<file path="config.mk">
export PLATFORM = sky130hd
export DESIGN_NAME = ilsc_target
export DESIGN_NICKNAME = d
export VERILOG_FILES = /design/src/design/ilsc_target.v /design/src/design/ilsc_rxbuf.v
export VERILOG_INCLUDE_DIRS = /design/src /design/src/include
export SDC_FILE = /design/constraint.sdc
export NUM_CORES = 1
export LEC_CHECK = 0
export BUFFER_PORTS_ARGS = -buffer_cell sky130_fd_sc_hd__buf_2
export CAP_MARGIN = 20
export CELL_PAD_IN_SITES_DETAIL_PLACEMENT = 1
export CELL_PAD_IN_SITES_GLOBAL_PLACEMENT = 1
export CORE_AREA = 2 2 121 94
export DETAILED_ROUTE_END_ITERATION = 7
export DIE_AREA = 0 0 123 96
export HOLD_SLACK_MARGIN = 0.1
export PLACE_DENSITY = 0.66
export SETUP_SLACK_MARGIN = 0.3
export SLEW_MARGIN = 15
export SYNTH_ARGS = -nofsm -noshare
export SYNTH_HDL_FRONTEND = slang
export SYNTH_HIERARCHICAL = 1
export SYNTH_SLANG_ARGS = --single-unit
</file>
<file path="constraint.sdc">
create_clock -name CLK -period 2.15 [get_ports CLK]
set_input_delay 0.3225 -clock CLK [delete_from_list [all_inputs] [get_ports CLK]]
set_output_delay 0.3225 -clock CLK [all_outputs]
set_load 0.02 [all_outputs]
</file>
<file path="src/include/ilsc_map.vh">
// Constants for the two-wire target with legacy-address ignore and clock-low time-out
// Behaviour
// (RQ1) Never acknowledge or answer address whose upper seven bits are 0000001.
// (RQ2) Master may raise legacy data-line enable and send legacy-format data after it.
// (RQ3) Legacy-format receivers take data with no acknowledge bit or acknowledge clock.
// (RQ4) Master ends every legacy transfer with STOP; every device detects it.
// (RQ5) On STOP after a legacy transfer, return to idle, ready for START and address.
// (RQ6) Master keeps clock between 10 kHz and 100 kHz when timed-out targets exist.
// (RQ7) In plain mode the device may stretch the clock low without limit.
// (RQ8) In timed mode no single clock stretch lasts longer than 35 ms.
// (RQ9) On time-out, reset bus interface, release both lines, wait for new START.
// (RQ10) Static input selects timed mode; when low the time-out counter is off.
`ifndef ILSC_MAP_VH
`define ILSC_MAP_VH
`define ILSC_CLK_HZ 20000000
`define ILSC_TIMEOUT_MS 35
// 35 ms of clock cycles at 20 MHz, sized to the counter width
`define ILSC_TIMEOUT_CYC 20'hAAE60
`define ILSC_TOCNT_W 20
`define ILSC_LEGACY_ADDR 7'h01
`define ILSC_ADDR_W 7
`define ILSC_BIT_LAST 4'h7
`define ILSC_BIT_ACK 4'h8
`define ILSC_OWN_ADDR 7'h2A
`endif

</file>
<file path="src/design/ilsc_target.v">
// Two-wire bus target: write-only receiver, legacy address ignore, stretch time-out
`timescale 1ns/100ps
`include "ilsc_map.vh"
module ilsc_target #(
  parameter [`ILSC_TOCNT_W-1:0] TIMEOUT_CYC = `ILSC_TIMEOUT_CYC
) (
  // Clock and reset
  input wire CLK,
  input wire RST_N,
  // Bus pins
  input wire SCL_IN,
  output reg SCL_OUT,
  output reg SCL_OE,
  input wire SDA_IN,
  output reg SDA_OUT,
  output reg SDA_OE,
  // Configuration
  input wire SMBUS_MODE,
  // User side
  input wire BUSY,
  input wire [1:0] RD_ADDR,
  output wire [7:0] RD_DATA,
  output reg RX_VALID,
  output reg TIMEOUT,
  output reg LEGACY_ACTIVE
);
  localparam [4:0] ST_IDLE = 5'h01;
  localparam [4:0] ST_ADDR = 5'h02;
  localparam [4:0] ST_ACK = 5'h04;
  localparam [4:0] ST_DATA = 5'h08;
  localparam [4:0] ST_IGNORE = 5'h10;

  // Two-flop synchronisers; first stage read only by the second
  reg scl_m, scl_s, scl_d;
  reg sda_m, sda_s, sda_d;
  reg mode_m, mode_s;
  reg busy_m, busy_s;
  always @(posedge CLK or negedge RST_N) begin
    if (!RST_N) begin
      scl_m <= 1'b1;
      scl_s <= 1'b1;
      scl_d <= 1'b1;
      sda_m <= 1'b1;
      sda_s <= 1'b1;
      sda_d <= 1'b1;
      mode_m <= 1'b0;
      mode_s <= 1'b0;
      busy_m <= 1'b0;
      busy_s <= 1'b0;
    end else begin
      scl_m <= SCL_IN;
      scl_s <= scl_m;
      scl_d <= scl_s;
      sda_m <= SDA_IN;
      sda_s <= sda_m;
      sda_d <= sda_s;
      mode_m <= SMBUS_MODE;
      mode_s <= mode_m;
      busy_m <= BUSY;
      busy_s <= busy_m;
    end
  end

  wire scl_rise = scl_s & ~scl_d;
  wire scl_fall = ~scl_s & scl_d;
  wire start_det = scl_s & scl_d & sda_d & ~sda_s;
  wire stop_det = scl_s & scl_d & ~sda_d & sda_s;

  reg [4:0] state;
  reg [3:0] bit_cnt;
  reg [7:0] shift;
  reg [1:0] wr_ptr;
  reg wr_en;
  reg [7:0] wr_data;
  reg [`ILSC_TOCNT_W-1:0] low_cnt;
  reg stretching;
  wire timeout_hit = mode_s & stretching & (low_cnt >= TIMEOUT_CYC); // [RQ8] [RQ10]

  function addr_is_legacy;
    input [7:0] b;
    begin
      addr_is_legacy = (b[7:1] == `ILSC_LEGACY_ADDR);
    end
  endfunction

  // Clock-low counter: runs only while we ourselves hold the clock low
  always @(posedge CLK or negedge RST_N) begin
    if (!RST_N) begin
      low_cnt <= {`ILSC_TOCNT_W{1'b0}};
    end else if (stretching && mode_s) begin // [RQ10]
      low_cnt <= low_cnt + 1'b1;
    end else begin
      low_cnt <= {`ILSC_TOCNT_W{1'b0}};
    end
  end

  always @(posedge CLK or negedge RST_N) begin
    if (!RST_N) begin
      state <= ST_IDLE;
      bit_cnt <= 4'h0;
      shift <= 8'h00;
      wr_ptr <= 2'h0;
      wr_en <= 1'b0;
      wr_data <= 8'h00;
      SDA_OUT <= 1'b0;
      SDA_OE <= 1'b0;
      SCL_OUT <= 1'b0;
      SCL_OE <= 1'b0;
      stretching <= 1'b0;
      RX_VALID <= 1'b0;
      TIMEOUT <= 1'b0;
      LEGACY_ACTIVE <= 1'b0;
    end else begin
      wr_en <= 1'b0;
      RX_VALID <= 1'b0;
      TIMEOUT <= 1'b0;
      // Advance the ring on the same edge as each store, whatever the bus does next
      if (wr_en) begin
        wr_ptr <= wr_ptr + 2'h1;
      end
      if (timeout_hit) begin
        // Drop the transfer and let go of both lines
        state <= ST_IDLE; // [RQ9]
        SDA_OE <= 1'b0; // [RQ9]
        SCL_OE <= 1'b0; // [RQ9]
        stretching <= 1'b0;
        TIMEOUT <= 1'b1;
        LEGACY_ACTIVE <= 1'b0;
      end else if (stop_det) begin
        state <= ST_IDLE; // [RQ4] [RQ5]
        SDA_OE <= 1'b0;
        SCL_OE <= 1'b0;
        stretching <= 1'b0;
        LEGACY_ACTIVE <= 1'b0; // [RQ5]
      end else if (start_det) begin
        state <= ST_ADDR;
        bit_cnt <= 4'h0;
        SDA_OE <= 1'b0;
        SCL_OE <= 1'b0;
        stretching <= 1'b0;
        LEGACY_ACTIVE <= 1'b0;
      end else begin
        case (state)
          ST_IDLE: begin
            SDA_OE <= 1'b0;
          end
          ST_ADDR, ST_DATA: begin
            if (scl_rise) begin
              shift <= {shift[6:0], sda_s};
              bit_cnt <= bit_cnt + 4'h1;
            end
            if (scl_fall && bit_cnt == `ILSC_BIT_ACK) begin
              bit_cnt <= 4'h0;
              if (state == ST_ADDR && addr_is_legacy(shift)) begin
                // Stay silent: no acknowledge, nothing driven until STOP or a new START
                state <= ST_IGNORE; // [RQ1] [RQ2] [RQ3]
                LEGACY_ACTIVE <= 1'b1;
              end else if (state == ST_ADDR &&
                           (shift[7:1] != `ILSC_OWN_ADDR || shift[0])) begin
                state <= ST_IGNORE;
              end else begin
                if (state == ST_DATA) begin
                  wr_en <= 1'b1;
                  wr_data <= shift;
                  RX_VALID <= 1'b1;
                end
                SDA_OUT <= 1'b0;
                SDA_OE <= 1'b1;
                state <= ST_ACK;
              end
            end
          end
          ST_ACK: begin
            if (scl_fall) begin
              SDA_OE <= 1'b0;
              if (busy_s) begin
                // Hold clock low while the user side is busy
                SCL_OUT <= 1'b0; // [RQ7]
                SCL_OE <= 1'b1; // [RQ7]
                stretching <= 1'b1;
              end
              state <= ST_DATA;
            end
          end
          ST_IGNORE: begin
            SDA_OE <= 1'b0; // [RQ1]
          end
          default: begin
            state <= ST_IDLE;
          end
        endcase
        if (stretching && !busy_s) begin
          SCL_OE <= 1'b0; // [RQ7]
          stretching <= 1'b0;
        end
      end
    end
  end

  ilsc_rxbuf u_rxbuf (
    .clk(CLK),
    .rst_n(RST_N),
    .wr_en(wr_en),
    .wr_addr(wr_ptr),
    .wr_data(wr_data),
    .rd_addr(RD_ADDR),
    .rd_data(RD_DATA)
  );
endmodule // ilsc_target

</file>
<file path="src/design/ilsc_rxbuf.v">
// Small register file holding received bytes, registered read data
`timescale 1ns/100ps
module ilsc_rxbuf (
  // Clock and reset
  input wire clk,
  input wire rst_n,
  // Write side
  input wire wr_en,
  input wire [1:0] wr_addr,
  input wire [7:0] wr_data,
  // Read side
  input wire [1:0] rd_addr,
  output reg [7:0] rd_data
);
  reg [7:0] mem [0:3];
  always @(posedge clk) begin
    if (wr_en) begin
      mem[wr_addr] <= wr_data;
    end
  end
  always @(posedge clk or negedge rst_n) begin
    if (!rst_n) begin
      rd_data <= 8'h00;
    end else begin
      rd_data <= mem[rd_addr];
    end
  end
endmodule // ilsc_rxbuf

</file>
==> results of run 1 <==
## how the worst max path moves through the flow
stage / slack (ns) / end / cells past startpoint / from
2_1_floorplan: 0.31 / state[3]$_DFFE_PN0P_ / 5 / scl_s$_DFF_PN1_
3_5_place_dp: 0.10 / wr_data[0]$_DFFE_PN0P_ / 4 / scl_d$_DFF_PN1_
3_3_place_gp: 0.16 / wr_data[6]$_DFFE_PN0P_ / 4 / scl_d$_DFF_PN1_
5_1_grt: 0.16 / state[3]$_DFFE_PN0P_ / 7 / state[0]$_DFFE_PN1P_
4_1_cts: 0.25 / wr_data[0]$_DFFE_PN0P_ / 6 / low_cnt[15]$_DFF_PN0_
6_report: 0.20 / state[4]$_DFFE_PN0P_ / 4 / state[0]$_DFFE_PN1P_
## registers in the layout, indices dropped and copies added, names as in the netlist, 2 cells and up
| name | flops |
|---|---|
| bit_cnt | 4 |
| shift | 8 |
| low_cnt | 20 |
| wr_ptr | 2 |
| u_rxbuf/mem | 32 |
| state | 5 |
| wr_data | 8 |
| u_rxbuf/rd_data | 8 |
## kinds of logic after synthesis
family,count (synthesis),synth area share (%)
XOR/XNOR,21,4.42
other,1,0.0901
AO/OA/AOI/OAI,21,4.09
adder cells (fa/ha/maj),4,1.20
flip-flops,102,65.4
multiplexers,29,9.95
AND/OR/NAND/NOR,97,13.4
buffers and inverters,11,1.47
## where the power goes
group / switching, mW / total [mW] / internal (mW)
sequential: 0.0121 / 2.02 / 2.01
clock: 0.731 / 1.67 / 0.941
combinational: 0.0776 / 0.149 / 0.0710
total: 0.820 / 3.84 / 3.02
## cells in the mapped netlist (all sizes together), types with 3 or more instances
master	number	area, um2
nand4b	3	26.3
nor4	3	18.8
xor2	11	96.3
mux2	19	214
a31oi	3	18.8
o21ai	4	23.8
edfxtp	32	961
mux4	8	180
dfstp	7	184
inv	5	18.8
nand3	11	60.1
nor2	24	90.1
nand2	13	48.8
xnor2	10	87.6
dfrtp	63	1580
buf	4	33.8
nand4	7	43.8
ha	4	50.1
nor3	4	31.3
and3	9	56.3
nor2b	5	31.3
and3b	3	26.3
nand2b	3	18.8
## stage by stage
| step | utilization (%) | std cells | hold WS [ns] | cell area [um2] |
|---|---|---|---|---|
| after floorplan | - | 287 | 0.0269 | 4180 |
| after global placement | 42.0 | 448 | 0.333 | 4480 |
| after detailed placement | 42.0 | 448 | 0.336 | 4480 |
| after CTS | 46.7 | 480 | 0.345 | 4980 |
| after global routing | 47.6 | 487 | 0.359 | 5070 |
| final | 47.6 | 487 | 0.340 | 5070 |
## cell type report
class	count	share of cell area, %
clock buffer	10	4.71
clock inverter	6	1.33
inverter	5	0.370
multi-input combinational	174	29.1
sequential	102	53.7
tap	140	3.46
timing repair buffer	50	7.31
## critical path: stages (launching register included)
cell and delay [ns]:
dfstp_2 0.57, xnor2_2 0.06, or4_4 0.51, a211oi_4 0.37
mux2_4 0.33
## routing by layer
layer	track usage [%]	wire (um)	share of wire (%)
met1	20.4	3920	48
met2	23.2	3890	48
met3	3.97	232	2.8
met4	6.25	125	1.5
met5	0	0	0
## what timing repair did
item / in CTS / in global routing
resized for setup: 12 / 10
pin swaps: 6 / 6
setup endpoints to repair: 24 / 26
endpoints found under the hold margin: 67 / 0
buffers inserted: 11 / 7
hold buffers: 5 / 0
==> flow_metrics.py, run 1 <==
metrics = {
    "clock_network": {
        "clk_pin_slew_ns": 0.07,
        "cts_tree": "built",
        "cts_root_buf": "clkbuf_16",
        "cts_buffers": 9,
        "clock_path_buffers": 2,
        "htree_levels": 3,
        "clock-sinks": 102,
        "clk_latency_ns": 0.35,
    },
    "timing": {
        "finalClockSkew_ns": 0.0115,
        "timing.final.crit_share_pct": 90.8,
        "fin_ws_ns": 0.197,
        "max_freq_ghz": 0.512,
        "rsz0062_at_grt": "yes",
        "final_hold_viol_count": 0,
        "maxSlewViolCount": 0,
        "relSlewSlack_pct": 52.3,
        "max_slew.worst_pin.slew_ns": 0.715,
        "fin_setup_tns_ns": 0,
        "finalCriticalPeriod_ns": 1.95,
        "finalSetupViolCount": 0,
    },
    "logic_synthesis": {
        "yosys_register_bits": 102,
        "synth_cell_types": 53,
        "synthArstFlopShare_pct": 68.6,
        "synth-main-ff-cell": "dfrtp_1",
        "ys_warn_count": 6,
        "ys_seq_area_share_pct": 65.4,
        "syn_area_um2": 4160,
        "synth-edff-count": 32,
        "synth.avg_cell_area_um2": 14.6,
        "syn_inst": 286,
    },
    "drt": {
        "routed_wirelength_um": 8160,
        "drt-wirelength-per-cell_um": 16.8,
        "vias_per_cell": 4.97,
        "drtIter0Drc": 188,
        "num_vias": 2422,
        "drt_first_pass_iters": 4,
        "ant_nets": 0,
        "drc": 0,
    },
    "floorplan": {
        "rows": 33,
        "fp.dieW_um": 123,
        "dieHeight_um": 96,
        "initial_core_util_pct": 39.1,
        "die_area_um2": 11800,
        "coreArea_um2": 10700,
        "ios": 23,
    },
    "worst_setup_path": {
        "crit_arrival_ns": 2.18,
        "rrSetupSlack_ns": 0.20,
        "reg2regPathDepth": 4,
        "crit_required_ns": 2.38,
        "cp-end-kind": "register",
        "timing.rr.start": "state[0]$_DFFE_PN1P_",
        "r2r-end": "state[4]$_DFFE_PN0P_",
        "critical_path_class": "register to register",
        "startpoint_type": "register",
        "crit_fanout": 3,
    },
    "run": {
        "max_cap_viol_count": 0,
    },
    "worst_hold_path": {
        "whs_path_depth": 0,
        "hold_path_end": "busy_s$_DFF_PN0_",
        "hold_class": "register to register",
        "min_from": "busy_m$_DFF_PN0_",
    },
    "grt": {
        "grt_pass1_wl_um": 13100,
        "antenna_found_initial": 0,
        "overflow": 0,
        "grt.total_usage_pct": 15.1,
        "grt_max_degree": 71,
        "grt_pass1_vias": 2528,
    },
    "cells_and_area": {
        "multi_input_area_um2": 1480,
        "syn2layout_area_growth_pct": 21.8,
        "ff_latch_area_um2": 2720,
        "layout_common_cells": "dfrtp_1 (61), edfxtp_1 (32), nor2_1 (24), buf_4 (21), buf_2 (20)",
        "drive_gt1_share_pct": 34.6,
        "nFillCells": 1083,
        "final_common_cell": "dfrtp_1",
        "antenna_cells": 0,
        "nNetsFinal": 354,
    },
    "power": {
        "static-leakage-power_nw": 2.03,
        "power.density_nw_per_um2": 758,
        "vdd_drop_max_v": 0.000411,
        "fin_total_pwr_mw": 3.84,
    },
    "placement": {
        "place.gp.congestion": 0.782,
        "post-place-ws_ns": 0.100,
        "dpl.hpwl_um": 4980,
        "port_buffers": 20,
    },
    "run_status": {
        "outcome": "finished, final reports clean",
    },
}
No activity file was read; power rests on OpenSTA's default activity.
==> run 2, diff against run 1 <==
--- a/config.mk
+++ b/config.mk
@@ -15,4 +15,5 @@
 export DIE_AREA = 0 0 123 96
 export HOLD_SLACK_MARGIN = 0.1
+export MAX_ROUTING_LAYER = met4
 export PLACE_DENSITY = 0.66
 export SETUP_SLACK_MARGIN = 0.3
==> constraint.sdc (replaced) <==
create_clock -name CLK -period 2.15 [get_ports CLK]
set_input_delay 0.3225 -clock CLK [delete_from_list [all_inputs] [get_ports CLK]]
set_output_delay 0.3225 -clock CLK [all_outputs]
set_load 0.005 [all_outputs]
==> run 2 against run 1 <==
Against the previous run: final cell count unchanged; clock power hardly changed; clock skew about the same; worst hold slack got worse by 0.00071 ns; setup slack better by 0.0011 ns; first-iteration DRC count shrank 5.9%; final area unchanged; sequential share of layout area did not move; power shrank 0.39%; register-to-register slack about the same; clock-buffer cell count stayed put; wire length is 0.11% lower; critical endpoint unchanged.
==> flow_metrics.py, run 2 (synthesis results as in run 1) <==
metrics = {
    "power": {
        "power.density_nw_per_um2": 755,
        "static-leakage-power_nw": 2.03,
        "vdd_drop_max_v": 0.000401,
    },
    "timing": {
        "finalSetupViolCount": 0,
        "finalClockSkew_ns": 0.0119,
        "timing.final.crit_share_pct": 90.8,
        "final_hold_viol_count": 0,
        "rsz0062_at_grt": "yes",
        "fin_ws_ns": 0.198,
        "max_slew.worst_pin.slew_ns": 0.718,
        "max_freq_ghz": 0.512,
        "finalCriticalPeriod_ns": 1.95,
        "relSlewSlack_pct": 52.0,
        "fin_setup_tns_ns": 0,
        "maxSlewViolCount": 0,
    },
    "cells_and_area": {
        "drive_gt1_share_pct": 34.6,
        "nNetsFinal": 354,
        "top_regs": "u_rxbuf/mem x32, low_cnt x20",
        "syn2layout_area_growth_pct": 21.8,
        "layout_common_cells": "dfrtp_1 (61), edfxtp_1 (32), nor2_1 (24), buf_4 (21), buf_2 (20)",
        "final_util_pct": 47.6,
        "largest_reg_flops": 32,
        "antenna_cells": 0,
        "final_common_cell": "dfrtp_1",
        "stdcell_area_um2": 5070,
        "regMostFlops": "u_rxbuf/mem",
    },
    "grt": {
        "grt_max_degree": 71,
        "grt_pass1_wl_um": 13100,
        "grt.total_usage_pct": 15.5,
        "overflow": 0,
        "grt_pass1_vias": 2521,
        "antenna_found_initial": 0,
    },
    "run_status": {
        "outcome": "finished, final reports clean",
    },
    "worst_setup_path": {
        "crit_required_ns": 2.37,
        "worstPathCellList": "xnor2_2 > or4_4 > a211oi_4 > mux2_4",
        "startpoint_type": "register",
        "crit_fanout": 3,
        "crit_arrival_ns": 2.18,
        "worst_path_max_delay_cell": "dfstp_2",
        "cp-end-kind": "register",
        "rrSetupSlack_ns": 0.20,
        "startpoint": "state[0]$_DFFE_PN1P_",
        "endpoint": "state[4]$_DFFE_PN0P_",
        "reg2regPathDepth": 4,
        "critical_path_class": "register to register",
        "max_stage_delay_ns": 0.57,
        "timing.rr.start": "state[0]$_DFFE_PN1P_",
        "r2r-end": "state[4]$_DFFE_PN0P_",
    },
    "placement": {
        "dpl.hpwl_um": 4980,
        "port_buffers": 20,
        "post-place-ws_ns": 0.100,
        "place.gp.congestion": 0.792,
        "dpl_cell_area_um2": 4480,
    },
    "floorplan": {
        "dieHeight_um": 96,
        "fp.dieW_um": 123,
        "initial_core_util_pct": 39.1,
        "coreArea_um2": 10700,
        "rows": 33,
        "die_area_um2": 11800,
        "ios": 23,
    },
    "drt": {
        "drt-wirelength-per-cell_um": 16.7,
        "drtIter0Drc": 177,
        "drc": 0,
        "num_vias": 2434,
        "drt_first_pass_iters": 4,
        "ant_nets": 0,
        "routed_wirelength_um": 8150,
        "vias_per_cell": 5.00,
    },
    "worst_hold_path": {
        "hold_class": "register to register",
    },
    "clock_network": {
        "clk_latency_ns": 0.35,
        "cts_tree": "built",
        "clk_pin_slew_ns": 0.07,
        "htree_levels": 3,
        "cts_root_buf": "clkbuf_16",
        "clock-sinks": 102,
        "cts_buffers": 9,
        "clock_path_buffers": 2,
    },
    "run": {
        "max_cap_viol_count": 0,
    },
}
==> run 2: cell counts in the layout (fill, tap and decap cells not counted) <==
No cell type changed its count.
==> run 2: worst min-delay path by stage <==
stage / startpoint / cells after the start / endpoint
finish: busy_m$_DFF_PN0_ / 0 / busy_s$_DFF_PN0_
floorplan: RST_N / 0 / LEGACY_ACTIVE$_DFFE_PN0P_
global route: scl_m$_DFF_PN1_ / 0 / scl_s$_DFF_PN1_
CTS: busy_m$_DFF_PN0_ / 0 / busy_s$_DFF_PN0_
detailed placement: busy_m$_DFF_PN0_ / 0 / busy_s$_DFF_PN0_
global placement: mode_m$_DFF_PN0_ / 0 / mode_s$_DFF_PN0_
==> run 2: report_power, final <==
group	leakage [nW]	switching, mW	internal, mW
Combinational	0.761	0.0755	0.0710
Clock	0.147	0.718	0.940
Sequential	1.12	0.0121	2.01
Total	2.03	0.805	3.02
==> run 2: per-layer routing <==
metal  wire length [um]  GRT usage (%)  part of all wire [%]
met2               3900           23.2                    48
met5                  0              -                     0
met1               3900           20.5                    48
met3                222           4.15                   2.7
met4                130           5.97                   1.6
==> run 2: area by class of cell <==
type,instances,area (um2)
inverters,5,18.8
well taps,140,175
flip-flops and latches,102,2720
clock inverters,6,67.6
repair buffers,50,370
multi-input cells,174,1480
clock buffers,10,239
fillers,1083,5580
==> run 2: per-stage QoR <==
step / power (mW) / hold WS [ns] / instances
after floorplan: 2.12 / 0.0269 / 287
after global placement: 2.17 / 0.333 / 448
after detailed placement: 2.17 / 0.336 / 448
after CTS: 3.87 / 0.345 / 480
after global routing: 3.99 / 0.359 / 487
final: 3.83 / 0.339 / 487
==> run 2: what timing repair did <==
action                     CTS  global route
pin swaps                    6             6
hold buffers                 5             0
resized for setup           12            10
setup buffers               11             7
hold endpoints to repair    67             0
setup endpoints to repair   24            26
==> run 2: critical path: cells and delay by family (launching register included) <==
family | cells | cell delay (ns)
DFF | 1 | 0.57
and+or+nand+nor | 1 | 0.51
xor gates and xnor gates | 1 | 0.06
AOI/OAI and AO/OA | 1 | 0.37
muxes | 1 | 0.33
